<file path="config.mk">
export PLATFORM = sky130hd
export DESIGN_NAME = sld_top
export DESIGN_NICKNAME = d
export VERILOG_FILES = /design/src/common/sld_pkg.sv /design/src/common/sld_btn_if.sv /design/src/rtl/sld_btn.sv /design/src/rtl/sld_top.sv
export SDC_FILE = /design/constraint.sdc
export NUM_CORES = 1
export LEC_CHECK = 0
export ABC_AREA = 0
export BUFFER_PORTS_ARGS = -buffer_cell sky130_fd_sc_hd__buf_2
export CORE_MARGIN = 5
export CORE_UTILIZATION = 55
export CTS_BUF_LIST = sky130_fd_sc_hd__clkbuf_4 sky130_fd_sc_hd__clkbuf_8
export DETAILED_ROUTE_END_ITERATION = 7
export PLACE_DENSITY_LB_ADDON = 0.05
export SLEW_MARGIN = 20
export SYNTH_ARGS = -nofsm -noshare
export SYNTH_HDL_FRONTEND = slang
export SYNTH_SLANG_ARGS = --single-unit
</file>
<file path="constraint.sdc">
create_clock -name clk -period 2.4 [get_ports clk]
set_clock_uncertainty 0.1 [all_clocks]
set_input_delay 0.48 -clock clk [delete_from_list [all_inputs] [get_ports clk]]
set_output_delay 0.48 -clock clk [all_outputs]
set_load 0.05 [all_outputs]
</file>
<file path="src/common/sld_pkg.sv">
// sld_pkg: constants and types for the status led display controller
// assumes one 250 MHz system clock shared by every user of this package
package sld_pkg;

  localparam int unsigned CLK_HZ      = 250_000_000;
  localparam int unsigned CLK_KHZ     = CLK_HZ / 1000;
  // press and debounce times in ms, idle return time in s
  localparam int unsigned LONG_MS     = 1000;
  localparam int unsigned DEB_MS      = 10;
  localparam int unsigned IDLE_S      = 180;
  localparam int unsigned LONG_CYC    = LONG_MS * CLK_KHZ;
  localparam int unsigned DEB_CYC     = DEB_MS * CLK_KHZ;
  localparam longint unsigned IDLE_CYC = longint'(IDLE_S) * CLK_HZ;
  localparam int unsigned IDLE_W      = 36;

  localparam int unsigned MENU_N      = 6;
  localparam int unsigned NUM_N       = 16;
  localparam int unsigned NODE_W      = 4;

  // two bits of colour per led
  localparam logic [1:0] COL_OFF = 2'h0;
  localparam logic [1:0] COL_GRN = 2'h1;
  localparam logic [1:0] COL_RED = 2'h2;
  localparam logic [1:0] COL_ORG = 2'h3;

  // fault codes; bit k of a code lights numbered led k+1
  localparam logic [15:0] CODE_NET_ID  = 16'h0002;
  localparam logic [15:0] CODE_SERIAL  = 16'h0009;
  localparam logic [15:0] CODE_SHORT   = 16'h000a;
  localparam logic [15:0] CODE_STATION = 16'h000f;
  localparam logic [15:0] CODE_OVERV   = 16'h0100;
  localparam logic [15:0] CODE_UNDERV  = 16'h0102;
  localparam logic [7:0]  CODE_USER_HI = 8'hc0;

  // configuration mode: all menu leds and led 1
  localparam logic [15:0] CFG_NUM_MASK = 16'h0001;

  // can bus rate select values
  localparam logic [1:0] BAUD_125 = 2'h0;
  localparam logic [1:0] BAUD_250 = 2'h1;
  localparam logic [1:0] BAUD_500 = 2'h2;

  typedef enum logic [2:0] {
    MENU_NODE  = 3'h0,
    MENU_IO    = 3'h1,
    MENU_VOLT  = 3'h2,
    MENU_MEM   = 3'h3,
    MENU_RADIO = 3'h4,
    MENU_CAN   = 3'h5
  } sld_menu_t;

  typedef enum logic [1:0] {
    LVL_1 = 2'h1,
    LVL_2 = 2'h2,
    LVL_3 = 2'h3
  } sld_lvl_t;

  typedef enum logic [1:0] {
    DISP_MENU  = 2'h0,
    DISP_CFG   = 2'h1,
    DISP_FATAL = 2'h2
  } sld_disp_t;

endpackage

</file>
<file path="src/common/sld_btn_if.sv">
// sld_btn_if: press events from the button classifier to the menu logic
// assumes both ends run on the same clock
`timescale 1ns/100ps
interface sld_btn_if;
  logic short_p;
  logic long_p;
  logic touch_p;
  modport src (output short_p, output long_p, output touch_p);
  modport snk (input short_p, input long_p, input touch_p);
endinterface

</file>
<file path="src/rtl/sld_btn.sv">
// sld_btn: synchronises, debounces and classifies the push button
// assumes button_raw is an asynchronous pin, high while touched
`timescale 1ns/100ps
module sld_btn
  import sld_pkg::*;
#(
  parameter int unsigned DEB  = DEB_CYC,
  parameter int unsigned LONG = LONG_CYC
) (
  input  wire logic clk,
  input  wire logic arst_n,
  input  wire logic button_raw,
  sld_btn_if.src    ev
);

  logic        sync1_r;
  logic        sync2_r;
  logic        stable_r;
  logic        long_done_r;
  logic [31:0] deb_cnt_r;
  logic [31:0] hold_cnt_r;

  always_ff @(posedge clk or negedge arst_n) begin
    if (!arst_n) begin
      sync1_r <= 1'b0;
      sync2_r <= 1'b0;
    end else begin
      sync1_r <= button_raw;
      sync2_r <= sync1_r;
    end
  end

  // debounce filter
  always_ff @(posedge clk or negedge arst_n) begin
    if (!arst_n) begin
      stable_r  <= 1'b0;
      deb_cnt_r <= '0;
    end else if (sync2_r == stable_r) begin
      deb_cnt_r <= '0;
    end else if (deb_cnt_r >= DEB - 1) begin
      stable_r  <= sync2_r;
      deb_cnt_r <= '0;
    end else begin
      deb_cnt_r <= deb_cnt_r + 32'h1;
    end
  end

  // long or short
  always_ff @(posedge clk or negedge arst_n) begin
    if (!arst_n) begin
      hold_cnt_r  <= '0;
      long_done_r <= 1'b0;
      ev.short_p  <= 1'b0;
      ev.long_p   <= 1'b0;
      ev.touch_p  <= 1'b0;
    end else begin
      ev.short_p <= 1'b0;
      ev.long_p  <= 1'b0;
      ev.touch_p <= 1'b0;
      if (stable_r) begin
        if (hold_cnt_r == '0) begin
          ev.touch_p <= 1'b1;
        end
        if (!long_done_r && hold_cnt_r >= LONG - 1) begin
          ev.long_p   <= 1'b1;
          long_done_r <= 1'b1;
        end
        if (hold_cnt_r != 32'hffffffff) begin
          hold_cnt_r <= hold_cnt_r + 32'h1;
        end
      end else begin
        if (hold_cnt_r != '0 && !long_done_r) begin
          ev.short_p <= 1'b1;
        end
        hold_cnt_r  <= '0;
        long_done_r <= 1'b0;
      end
    end
  end

endmodule

</file>
<file path="src/rtl/sld_top.sv">
// sld_top: front panel led display controller, menus and fault display
// assumes fault, mode and page inputs come from logic on clk
//
// Function
// can level three lights one green led for 125, 250 or 500 kbit
// a detected internal or external fault may enter fatal error state
// fatal state forces outputs off, halts comms, shows fault code
// fatal code shows all six menu leds red plus coded leds red
// invalid serial number setting reports 0x0009 on leds 1 and 4
// invalid node number setting reports 0x000F on leds 1 to 4
// undervoltage 0x0102 on leds 9 and 2, overvoltage 0x0100 on led 9
// net id 0x0002, short 0x000A, user 0xC0xx on leds 15, 16, 1-8
// configuration mode lights six menu leds and led 1 orange
// first level shows menu led green, short press picks next menu
// one second hold enters second level, menu led turns red
// long hold steps deeper or wraps; volt and can menus have three
// short press in node data sub-levels selects the next node
// only volt and can menus have level three, shown orange
// start in node menu level one, return there after idle minutes
// short presses in sub-levels never change the first level menu
// debounced hold of one second is long, earlier release is short
// fatal and config displays win and buttons are then ignored
`timescale 1ns/100ps
module sld_top
  import sld_pkg::*;
#(
  parameter int unsigned      DEB      = DEB_CYC,
  parameter int unsigned      LONG     = LONG_CYC,
  parameter logic [IDLE_W-1:0] IDLE    = IDLE_W'(IDLE_CYC),
  parameter logic [NODE_W-1:0] NODE_MAX = 4'hf
) (
  input  wire logic                 clk,
  input  wire logic                 arst_n,
  input  wire logic                 button_raw,
  input  wire logic [1:0]           baud_sel,
  input  wire logic                 config_mode,
  input  wire logic                 missing_net_identifier_fault,
  input  wire logic                 invalid_serial_setting_fault,
  input  wire logic                 output_short_fault,
  input  wire logic                 invalid_station_index_fault,
  input  wire logic                 overvoltage_fault,
  input  wire logic                 undervoltage_fault,
  input  wire logic                 user_fault,
  input  wire logic [7:0]           user_fault_num,
  input  wire logic [2*NUM_N-1:0]   page_leds,
  output logic [2*MENU_N-1:0]       menu_led,
  output logic [2*NUM_N-1:0]        num_led,
  output logic [2:0]                menu_sel,
  output logic [1:0]                menu_level,
  output logic [NODE_W-1:0]         node_sel,
  output logic                      fatal,
  output logic [15:0]               fatal_code,
  output logic                      io_force_off,
  output logic                      comm_halt
);

  sld_btn_if btn ();

  sld_btn #(
    .DEB  (DEB),
    .LONG (LONG)
  ) u_btn (
    .clk        (clk),
    .arst_n     (arst_n),
    .button_raw (button_raw),
    .ev         (btn)
  );

  sld_menu_t         menu_r;
  sld_lvl_t          lvl_r;
  logic [NODE_W-1:0] node_r;
  logic              fatal_r;
  logic [15:0]       code_r;
  logic [IDLE_W-1:0] idle_r;
  sld_disp_t         disp;
  logic              fault_any;
  logic [15:0]       fault_code;
  logic              btn_ok;
  logic              idle_hit;
  logic [2*MENU_N-1:0] menu_led_nxt;
  logic [2*NUM_N-1:0]  num_led_nxt;

  // paint every set bit of a mask in one colour
  function automatic logic [2*NUM_N-1:0] paint(
    input logic [NUM_N-1:0] mask,
    input logic [1:0]       col
  );
    logic [2*NUM_N-1:0] res;
    res = '0;
    for (int i = 0; i < NUM_N; i++) begin
      if (mask[i]) begin
        res[2*i +: 2] = col;
      end
    end
    return res;
  endfunction

  // deepest level of a menu
  function automatic sld_lvl_t top_lvl(input sld_menu_t m);
    if (m == MENU_VOLT || m == MENU_CAN) begin
      return LVL_3;
    end
    return LVL_2;
  endfunction

  // sub-levels that page through other nodes
  function automatic logic node_page(
    input sld_menu_t m,
    input sld_lvl_t  l
  );
    return (m == MENU_VOLT && l != LVL_1) ||
           (m == MENU_MEM && l == LVL_2);
  endfunction

  // fault priority and code selection
  always_comb begin
    fault_any  = 1'b1;
    fault_code = '0;
    // net id code
    if (missing_net_identifier_fault) begin
      fault_code = CODE_NET_ID;
    // serial code
    end else if (invalid_serial_setting_fault) begin
      fault_code = CODE_SERIAL;
    // short code
    end else if (output_short_fault) begin
      fault_code = CODE_SHORT;
    // station code
    end else if (invalid_station_index_fault) begin
      fault_code = CODE_STATION;
    // overvoltage code
    end else if (overvoltage_fault) begin
      fault_code = CODE_OVERV;
    // undervoltage code
    end else if (undervoltage_fault) begin
      fault_code = CODE_UNDERV;
    // user fault code
    end else if (user_fault && user_fault_num != 8'h00) begin
      fault_code = {CODE_USER_HI, user_fault_num};
    end else begin
      fault_any = 1'b0;
    end
  end

  // latch fatal state
  always_ff @(posedge clk or negedge arst_n) begin
    if (!arst_n) begin
      fatal_r <= 1'b0;
      code_r  <= '0;
    end else if (!fatal_r && fault_any) begin
      fatal_r <= 1'b1;
      code_r  <= fault_code;
    end
  end

  // display precedence
  always_comb begin
    if (fatal_r) begin
      disp = DISP_FATAL;
    end else if (config_mode) begin
      disp = DISP_CFG;
    end else begin
      disp = DISP_MENU;
    end
  end

  assign btn_ok   = (disp == DISP_MENU);
  assign idle_hit = (idle_r >= IDLE - 1);

  // idle return timer
  always_ff @(posedge clk or negedge arst_n) begin
    if (!arst_n) begin
      idle_r <= '0;
    end else if (btn.touch_p || idle_hit) begin
      idle_r <= '0;
    end else begin
      idle_r <= idle_r + IDLE_W'(1);
    end
  end

  // menu navigation
  always_ff @(posedge clk or negedge arst_n) begin
    if (!arst_n) begin
      // start menu
      menu_r <= MENU_NODE;
      lvl_r  <= LVL_1;
      node_r <= '0;
    end else if (idle_hit) begin
      // idle return
      menu_r <= MENU_NODE;
      lvl_r  <= LVL_1;
      node_r <= '0;
    end else if (btn_ok && btn.long_p) begin
      // enter second level
      // deeper or wrap
      // third level limit
      node_r <= '0;
      if (lvl_r == top_lvl(menu_r)) begin
        lvl_r <= LVL_1;
      end else if (lvl_r == LVL_1) begin
        lvl_r <= LVL_2;
      end else begin
        lvl_r <= LVL_3;
      end
    end else if (btn_ok && btn.short_p) begin
      if (lvl_r == LVL_1) begin
        // next first level menu
        if (menu_r == MENU_CAN) begin
          menu_r <= MENU_NODE;
        end else begin
          menu_r <= sld_menu_t'(menu_r + 3'h1);
        end
      end else if (node_page(menu_r, lvl_r)) begin
        // sub-level press only
        // next node
        if (node_r == NODE_MAX) begin
          node_r <= '0;
        end else begin
          node_r <= node_r + NODE_W'(1);
        end
      end
    end
  end

  // led image for the current display
  always_comb begin
    menu_led_nxt = '0;
    num_led_nxt  = '0;
    case (disp)
      DISP_FATAL: begin
        // all menu leds red plus code
        // code replaces menu
        for (int i = 0; i < MENU_N; i++) begin
          menu_led_nxt[2*i +: 2] = COL_RED;
        end
        num_led_nxt = paint(code_r, COL_RED);
      end
      DISP_CFG: begin
        // configuration pattern
        for (int i = 0; i < MENU_N; i++) begin
          menu_led_nxt[2*i +: 2] = COL_ORG;
        end
        num_led_nxt = paint(CFG_NUM_MASK, COL_ORG);
      end
      DISP_MENU: begin
        // level one green
        // level two red
        // level three orange
        case (lvl_r)
          LVL_1:   menu_led_nxt[2*menu_r +: 2] = COL_GRN;
          LVL_2:   menu_led_nxt[2*menu_r +: 2] = COL_RED;
          LVL_3:   menu_led_nxt[2*menu_r +: 2] = COL_ORG;
          default: menu_led_nxt = '0;
        endcase
        if (menu_r == MENU_CAN && lvl_r == LVL_3) begin
          // bus rate led
          case (baud_sel)
            BAUD_125: num_led_nxt = paint(16'h0001, COL_GRN);
            BAUD_250: num_led_nxt = paint(16'h0002, COL_GRN);
            BAUD_500: num_led_nxt = paint(16'h0004, COL_GRN);
            default:  num_led_nxt = '0;
          endcase
        end else begin
          num_led_nxt = page_leds;
        end
      end
      default: begin
        menu_led_nxt = '0;
        num_led_nxt  = '0;
      end
    endcase
  end

  // registered outputs
  always_ff @(posedge clk or negedge arst_n) begin
    if (!arst_n) begin
      menu_led   <= '0;
      num_led    <= '0;
      menu_sel   <= MENU_NODE;
      menu_level <= LVL_1;
      node_sel   <= '0;
    end else begin
      menu_led   <= menu_led_nxt;
      num_led    <= num_led_nxt;
      menu_sel   <= menu_r;
      menu_level <= lvl_r;
      node_sel   <= node_r;
    end
  end

  // force off and halt
  always_ff @(posedge clk or negedge arst_n) begin
    if (!arst_n) begin
      fatal        <= 1'b0;
      fatal_code   <= '0;
      io_force_off <= 1'b0;
      comm_halt    <= 1'b0;
    end else begin
      fatal        <= fatal_r;
      fatal_code   <= code_r;
      io_force_off <= fatal_r;
      comm_halt    <= fatal_r;
    end
  end

endmodule
</file>
# Word level (Yosys, flattened, before mapping)
# Index checks and enable logic that the tools add are counted.
# totals
register_bits,203
output_inout_bits,72
input_bits,53
# classes
reduce_logical,27
eq_ne,19
order_cmp,3
mux,72
shifts,4
addsub,6
bitwise,4
# ops
cell,n
2-to-1 mux 32 bit,5
2-to-1 mux 16 bit,7
"variable part select 2 x 34 -> 12 bit, first input constant",3
one-hot mux 32 bit (3 select lines),1
one-hot mux 12 bit (3 select lines),2
"adder 32 x 1 -> 32 bit, second input constant",2
2-to-1 mux 2 bit,24
"adder 36 x 1 -> 36 bit, second input constant",1
bitwise AND 12 bit,3
"greater-or-equal comparator 36 bit, second input constant",1
2-to-1 mux 36 bit,1
negator 4 -> 34 bit,1
"variable shift 2 x 34 -> 12 bit, first input constant",1
"greater-or-equal comparator 32 x 22 -> 1 bit, second input constant",1
"greater-or-equal comparator 32 x 28 -> 1 bit, second input constant",1
zero test 32 bit,1
"inequality test 32 bit, second input constant",1
nonzero test 32 bit,1
2-to-1 mux 4 bit,6
2-to-1 mux 1 bit,20
2-to-1 mux 3 bit,5
one-hot mux 5 bit (3 select lines),1
logical AND 1 bit,9
"equality test 2 bit, second input constant",4
other kinds (20),33

# Depth between registers and ports, before layout
# Gate-level depths: netlist of run 1.
# logic_depth
depth_word,13
depth_mapped,8
mapped_depth_nobuf,7

# Cells and area by module
# From an unflattened synthesis of run 1, not the netlist that was laid out.
# unflattened
cells_unflattened,843
area_unflattened_um2,8660.8
# by_module_without_submodules
mod,cells_per_inst,seq_area_each_um2,area_per_inst_um2,n_inst
sld_top,475,3005.4,5109.9,1
sld_btn,368,1776.7,3550.9,1

# Worst setup path after synthesis of run 1
# OpenSTA, ideal clock, no wires.
# synth_path
kind,reg2reg
start,register u_btn.deb_cnt_r[0]
end,register u_btn.deb_cnt_r[10]
stages_incl_launch_ff,9
setup_time_ns,0.072
path_buffers,2
t_required_ns,2.228
synth_period_minus_slack_ns,2.065
path_slack_ns,0.335
arrival_ns,1.892
cell_sequence,dfrtp_1 ha_1 and4_1 clkbuf_1 o211ai_1 a21oi_1 or3_1 clkbuf_1 nor2_1
# synth_between
elab_chain_cells,3
word_cells_on_any_way,4
# synth_rtl
item,line_no,rtl
from (decl),sld_btn.sv:20,logic [31:0] deb_cnt_r;
from (signal assigned),sld_btn.sv:44,deb_cnt_r <= deb_cnt_r + 32'h1;
adder 32 x 1 -> 32 bit / greater-or-equal comparator 32 x 22 -> 1 bit (equally long branches),"sld_btn.sv:44, sld_btn.sv:40",
2-to-1 mux 32 bit *,sld_btn.sv:40,end else if (deb_cnt_r >= DEB - 1) begin
2-to-1 mux 32 bit *,sld_btn.sv:38,end else if (sync2_r == stable_r) begin
# Mark *: on every way between the ends. The rest lies on a longest branch, timed or not.
# A chain may end at the register's enable or synchronous reset.

# Final worst setup path of run 1
# layout_path
start,register u_btn.deb_cnt_r[0]
end,register u_btn.deb_cnt_r[3]
# Same word-level chain as after synthesis.

==> reports/results.ini, run 1 <==
[worst_setup_path]
timing_worst_setup_path_type = reg2reg
cp_max_fo = 22
path_cells = ha_1 > and4_1 > o211ai_1 > a21oi_1 > or3_1 > buf_4 > nor2_1
rr_worst_depth = 7
startpoint_type = register
cp_slowest_stage_delay_ns = 0.42
end_kind = register
critPathSlowestCell = dfrtp_1
required_ns = 2.69
cp.arrival_ns = 2.48

[yosys]
synth_flop_cell = dfrtp_1
ys_seq_elements = 191
syn_inst = 826
yosysSeqAreaShare_pct = 55.10
synth_edf_count = 0
avgSynthCellArea_um2 = 10.51
synthesis.area_um2 = 8680
yosysWarnings = 0
yosysUniqueCellTypes = 65
postSynth.asyncResetShare_pct = 100.0

[floorplanning]
dieHeight_um = 135.6
start_util_pct = 55.44
placementRows = 46
num_io_pins = 125
fp.coreArea_um2 = 15660
dieArea_um2 = 18390
die_w_um = 135.6

[clock_tree]
clock_sinks = 191
numCtsBuffers = 17
htree_levels = 4
path_clk_slew_ns = 0.10
clock_path_buffers = 2
cts_tree = yes
clk_latency_ns = 0.46
clockRootBuffer = clkbuf_8

[place]
place_congestion = 0.8734
dp_hpwl_um = 13220
io_buffers = 119

[detailed_routing]
drt_pass1_iterations = 5
drc_errors = 0
via_count = 6620
avgRoutedWirePerCell_um = 15.63
drt-total-wl_um = 18560
drt_iter0_drc = 370
drtAntennaViolNets = 0
routed_via_density = 5.577

[timing]
setup_viol = 0
tightest_slew_ns = 0.6358
rsz0062_at_grt = false
drv_slew = 0
worst_hold_slack_ns = 0.1260
max_freq_mhz = 456.6
hold_viol_final = 0
slew_headroom_pct = 57.22
fin_tns_setup_ns = 0
period_share_pct = 91.25
timing.final.crit_period_ns = 2.190

[final_layout]
layout.nets = 1022
drive_above_1_share_pct = 19.98
fillers = 1286
layout_common_cells = dfrtp_1, buf_2, nor2_1
syn_to_final_growth_pct = 14.89
final_common_cell = dfrtp_1
n_antenna_cell = 0

[grt]
grt_overflow = 0
grt_pass1_wl_um = 30680
gr-usage-met3_pct = 4.458
grt_use_met1_pct = 28.13
grt_use_met2_pct = 33.43
antenna_found_initial = 0
busiest_layer = met2
grt_pass1_vias = 6349
grt_max_degree = 55
grt_usage_pct = 20.52

[pwr]
p_leak_uw = 0.004632
p_per_area_nw_per_um2 = 565.9
peakVddDrop_mv = 0.3823

[outcome]
outcome = finished clean

[flow_run]
cap_violations = 0

[hold_path]
hold_path.class = in2reg
worstHoldPathCells = 2

flip-flops by register name, summed over array words and instances (netlist names):
name               count
code_r                10
comm_halt              1
fatal_code            10
fatal_r                1
idle_r                36
lvl_r                  2
menu_led              12
menu_level             2
menu_r                 3
menu_sel               3
node_r                 4
node_sel               4
num_led               32
u_btn.deb_cnt_r       32
u_btn.ev.long_p        1
u_btn.ev.short_p       1
u_btn.ev.touch_p       1
u_btn.hold_cnt_r      32
u_btn.long_done_r      1
u_btn.stable_r         1
u_btn.sync1_r          1
u_btn.sync2_r          1
cells in the mapped netlist (all sizes together) (7+ instances only):
cell type | count | area (um^2)
a22o | 14 | 122.6
nor4 | 25 | 207.7
nand2 | 48 | 185.2
xnor2 | 33 | 289.0
a31oi | 7 | 43.79
a21oi | 32 | 160.2
buf | 19 | 123.9
nand4 | 28 | 196.4
and3 | 32 | 206.5
nor2 | 111 | 419.2
o21ai | 31 | 158.9
nand3 | 34 | 182.7
ha | 11 | 137.6
dfrtp | 189 | 4730
nor3 | 17 | 85.08
and4 | 11 | 97.59
inv | 21 | 78.83
o31ai | 12 | 95.09
or3 | 18 | 112.6
xor2 | 35 | 306.5
or4 | 10 | 75.07
clkbuf | 22 | 82.58
critical path: cells and delay by family, from the launching register on:
kind	cells	cell delay, ns
flip-flops	1	0.42
AND/OR/NAND/NOR	3	0.75
adder cells (fa/ha/maj)	1	0.24
buffers and inverters	1	0.21
AO/OA/AOI/OAI	2	0.37
timing repair:
item                                   CTS  global route
buffers inserted                         0             0
hold buffers                             2             0
endpoints found under the hold margin   34             0
setup endpoints to repair                0             7
gates resized for setup                  0             1
per-layer routing:
metal	routed length [um]	part of all wire, %
met1	8324	45
met4	193	1.0
met2	9233	50
met5	0	0
met3	805	4.3
through the flow:
stage	instance area [um^2]	power (uW)	std cells	util [%]	setup WS [ns]
after floorplan	8732	3560	840	-	0.3353
after global placement	9580	3724	1153	61.20	0.1650
after detailed placement	9580	3737	1153	61.20	0.1228
after CTS	9971	5721	1187	63.69	0.1379
after global routing	9972	5903	1187	63.70	0.01483
final	9972	5643	1187	63.70	0.2101
layout make-up:
type	instances	area, um^2	area share (%)
Inverter	21	78.83	0.7905
Sequential cell	191	4782	47.95
Clock inverter	14	122.6	1.230
Tap cell	216	270.3	2.710
Timing Repair Buffer	140	804.5	8.068
Multi-Input combinational cell	587	3666	36.76
Clock buffer	18	247.7	2.484
cell families (layout without fill, tap and decap cells):
kind of cell,after synthesis,count (layout),synth area share [%]
compound gates,126,126,9.716
mux,5,5,0.5766
fa+ha+maj,11,11,1.586
flops,191,191,55.10
xor+xnor,68,68,6.862
buf+inv,62,193,3.287
other cells,1,15,0.04320
simple gates,362,362,22.83
path summary, 6_finish.rpt:
path                                 endpoint                from  slack [ns]
max                        u_btn.deb_cnt_r[3]  u_btn.deb_cnt_r[0]        0.21
min                               num_led[29]       page_leds[29]        0.13
max reg2reg                u_btn.deb_cnt_r[3]  u_btn.deb_cnt_r[0]        0.21
min reg2reg                     u_btn.sync2_r       u_btn.sync1_r        0.27
max in group asynchronous            lvl_r[0]              arst_n        1.17
min in group asynchronous           idle_r[6]              arst_n        0.38
power breakdown:
part / switching [uW] / leakage (uW) / internal, uW
clock: 1190 / 0.000182 / 778
sequential: 46.0 / 0.00254 / 3270
combinational: 235 / 0.00191 / 116
total: 1470 / 0.00463 / 4170
No activity file was read; power rests on OpenSTA's default activity.
==> inputs of run 2 (changes only) <==
--- a/config.mk
+++ b/config.mk
@@ -11,6 +11,7 @@
 export CORE_UTILIZATION = 55
 export CTS_BUF_LIST = sky130_fd_sc_hd__clkbuf_4 sky130_fd_sc_hd__clkbuf_8
 export DETAILED_ROUTE_END_ITERATION = 7
+export GPL_TIMING_DRIVEN = 0
 export PLACE_DENSITY_LB_ADDON = 0.05
 export SLEW_MARGIN = 20
 export SYNTH_ARGS = -nofsm -noshare
==> run 2 against run 1 <==
  * Sequential cell count unchanged
  * Utilization up 1.3 points
  * Critical endpoint is now idle_r[24]
  * Via count up 1.8%
==> reports/results.ini, run 2 (synthesis gave the netlist of run 1 again) <==
[outcome]
outcome = finished clean

[hold_path]
worstHoldPathCells = 2
hold_path.class = in2reg

[worst_setup_path]
required_ns = 2.69
timing_worst_setup_path_type = reg2reg
path_cells = ha_1 > nand4_1 > buf_4 > nor4_1 > nand4_1 > xor2_1 > nor2_1
end_kind = register
rr_worst_depth = 7
critPathSlowestCell = nor4_1
startpoint_type = register
cp_slowest_stage_delay_ns = 0.49
crit_top_cell = nand4_1
r2r_setup_slack_ns = 0.08
cp_max_fo = 7
cp.arrival_ns = 2.61

[place]
dp_hpwl_um = 13670
place_congestion = 0.8696
dp_cells = 1177
io_buffers = 119

[final_layout]
final_common_cell = dfrtp_1
n_antenna_cell = 0
layout_common_cells = dfrtp_1, buf_2, nor2_1
syn_to_final_growth_pct = 17.27
fillers = 1293
layout.nets = 1051
largest_reg_flops = 36
regMostFlops = idle_r
fin_util_pct = 65.02
multi_input_area_um2 = 3689
finalNonFillerCells = 1216
seq_area_um2 = 4782
drive_above_1_share_pct = 20.80

[pwr]
p_per_area_nw_per_um2 = 577.2
peakVddDrop_mv = 0.4227
p_switching_uw = 1392
p_seq_share_pct = 56.5
p_int_uw = 4483
pwr-share-comb_pct = 6.0
sw_frac_of_total_pct = 23.70
p_leak_uw = 0.004723
pwr-share-clk_pct = 37.4

[grt]
grt_pass1_vias = 6628
grt_overflow = 0
grt_max_degree = 74
grt_usage_pct = 20.88
grt_pass1_wl_um = 31500
antenna_found_initial = 0

[floorplanning]
dieHeight_um = 135.6
fp.coreArea_um2 = 15660
placementRows = 46
die_w_um = 135.6
start_util_pct = 55.44
num_io_pins = 125
dieArea_um2 = 18390

[timing]
worst_hold_slack_ns = 0.1370
max_freq_mhz = 431.9
timing.final.crit_period_ns = 2.315
slew_headroom_pct = 53.97
period_share_pct = 96.48
tightest_slew_ns = 0.6852
hold_viol_final = 0
setup_viol = 0
drv_slew = 0

[detailed_routing]
routed_via_density = 5.544
drc_errors = 0
avgRoutedWirePerCell_um = 15.46
drt_pass1_iterations = 5
via_count = 6742
drt_iter0_drc = 511
drtAntennaViolNets = 0
drt-total-wl_um = 18800

[clock_tree]
clk_latency_ns = 0.46
cts_tree = yes
clock_path_buffers = 2
clockRootBuffer = clkbuf_8
htree_levels = 4
clock_sinks = 191
numCtsBuffers = 17
path_clk_slew_ns = 0.09

[flow_run]
cap_violations = 0

-- run 2: timing repair --
action / in CTS / in global routing
pin swaps: 0 / 4
hold buffers: 2 / 0
gates resized for setup: 5 / 4
setup endpoints to repair: 20 / 63
endpoints found under the hold margin: 53 / 0
buffers inserted: 0 / 6
cloned: 0 / 0
-- run 2: worst paths after layout --
path | from | to
max | idle_r[0] | idle_r[24]
min | page_leds[29] | num_led[29]
max reg2reg | idle_r[0] | idle_r[24]
min reg2reg | u_btn.sync1_r | u_btn.sync2_r
max in group asynchronous | arst_n | menu_level[0]
min in group asynchronous | arst_n | idle_r[8]
-- run 2: per-layer routing --
metal	wire length, um	track usage, %	vias up
met5	0	0	-
met4	247	6.327	0
met3	797	4.495	22
met2	9552	34.79	168
met1	8206	27.62	3312
li1	-	-	3240
-- run 2: per-stage QoR --
step	cell area (um^2)	setup slack [ns]	total power, uW	setup TNS, ns
after floorplan	8732	0.3353	3560	0
after global placement	9598	-2.160	3714	-408.33
after detailed placement	9663	-0.05010	3738	-0.4664
after CTS	10120	0.04274	5938	0
after global routing	10180	-0.04983	6129	-0.1011
final	10180	0.08456	5875	0
-- run 2: cell type report --
type                    instances  share of cell area (%)
multi-input cells             587                   36.24
repair buffers                129                   7.130
well taps                     216                   2.655
flip-flops and latches        191                   46.98
clock inverters                12                   1.573
inverters                      21                  0.7744
clock buffers                  20                   2.581
plain buffers                  40                   2.065
-- run 2: critical path, delay by kind of cell (launching register included) --
family / cells / cell delay, ns
simple gates: 4 / 1.08
flops: 1 / 0.41
xor+xnor: 1 / 0.18
fa+ha+maj: 1 / 0.23
buf+inv: 1 / 0.24
-- run 2: power groups by stage --
stage	clock network, uW	logic [uW]	registers (uW)
after global routing	2400	397	3330
final	2200	354	3320
after floorplan	0	150	3410
after CTS	2260	358	3320
after detailed placement	0	353	3390
after global placement	0	332	3380
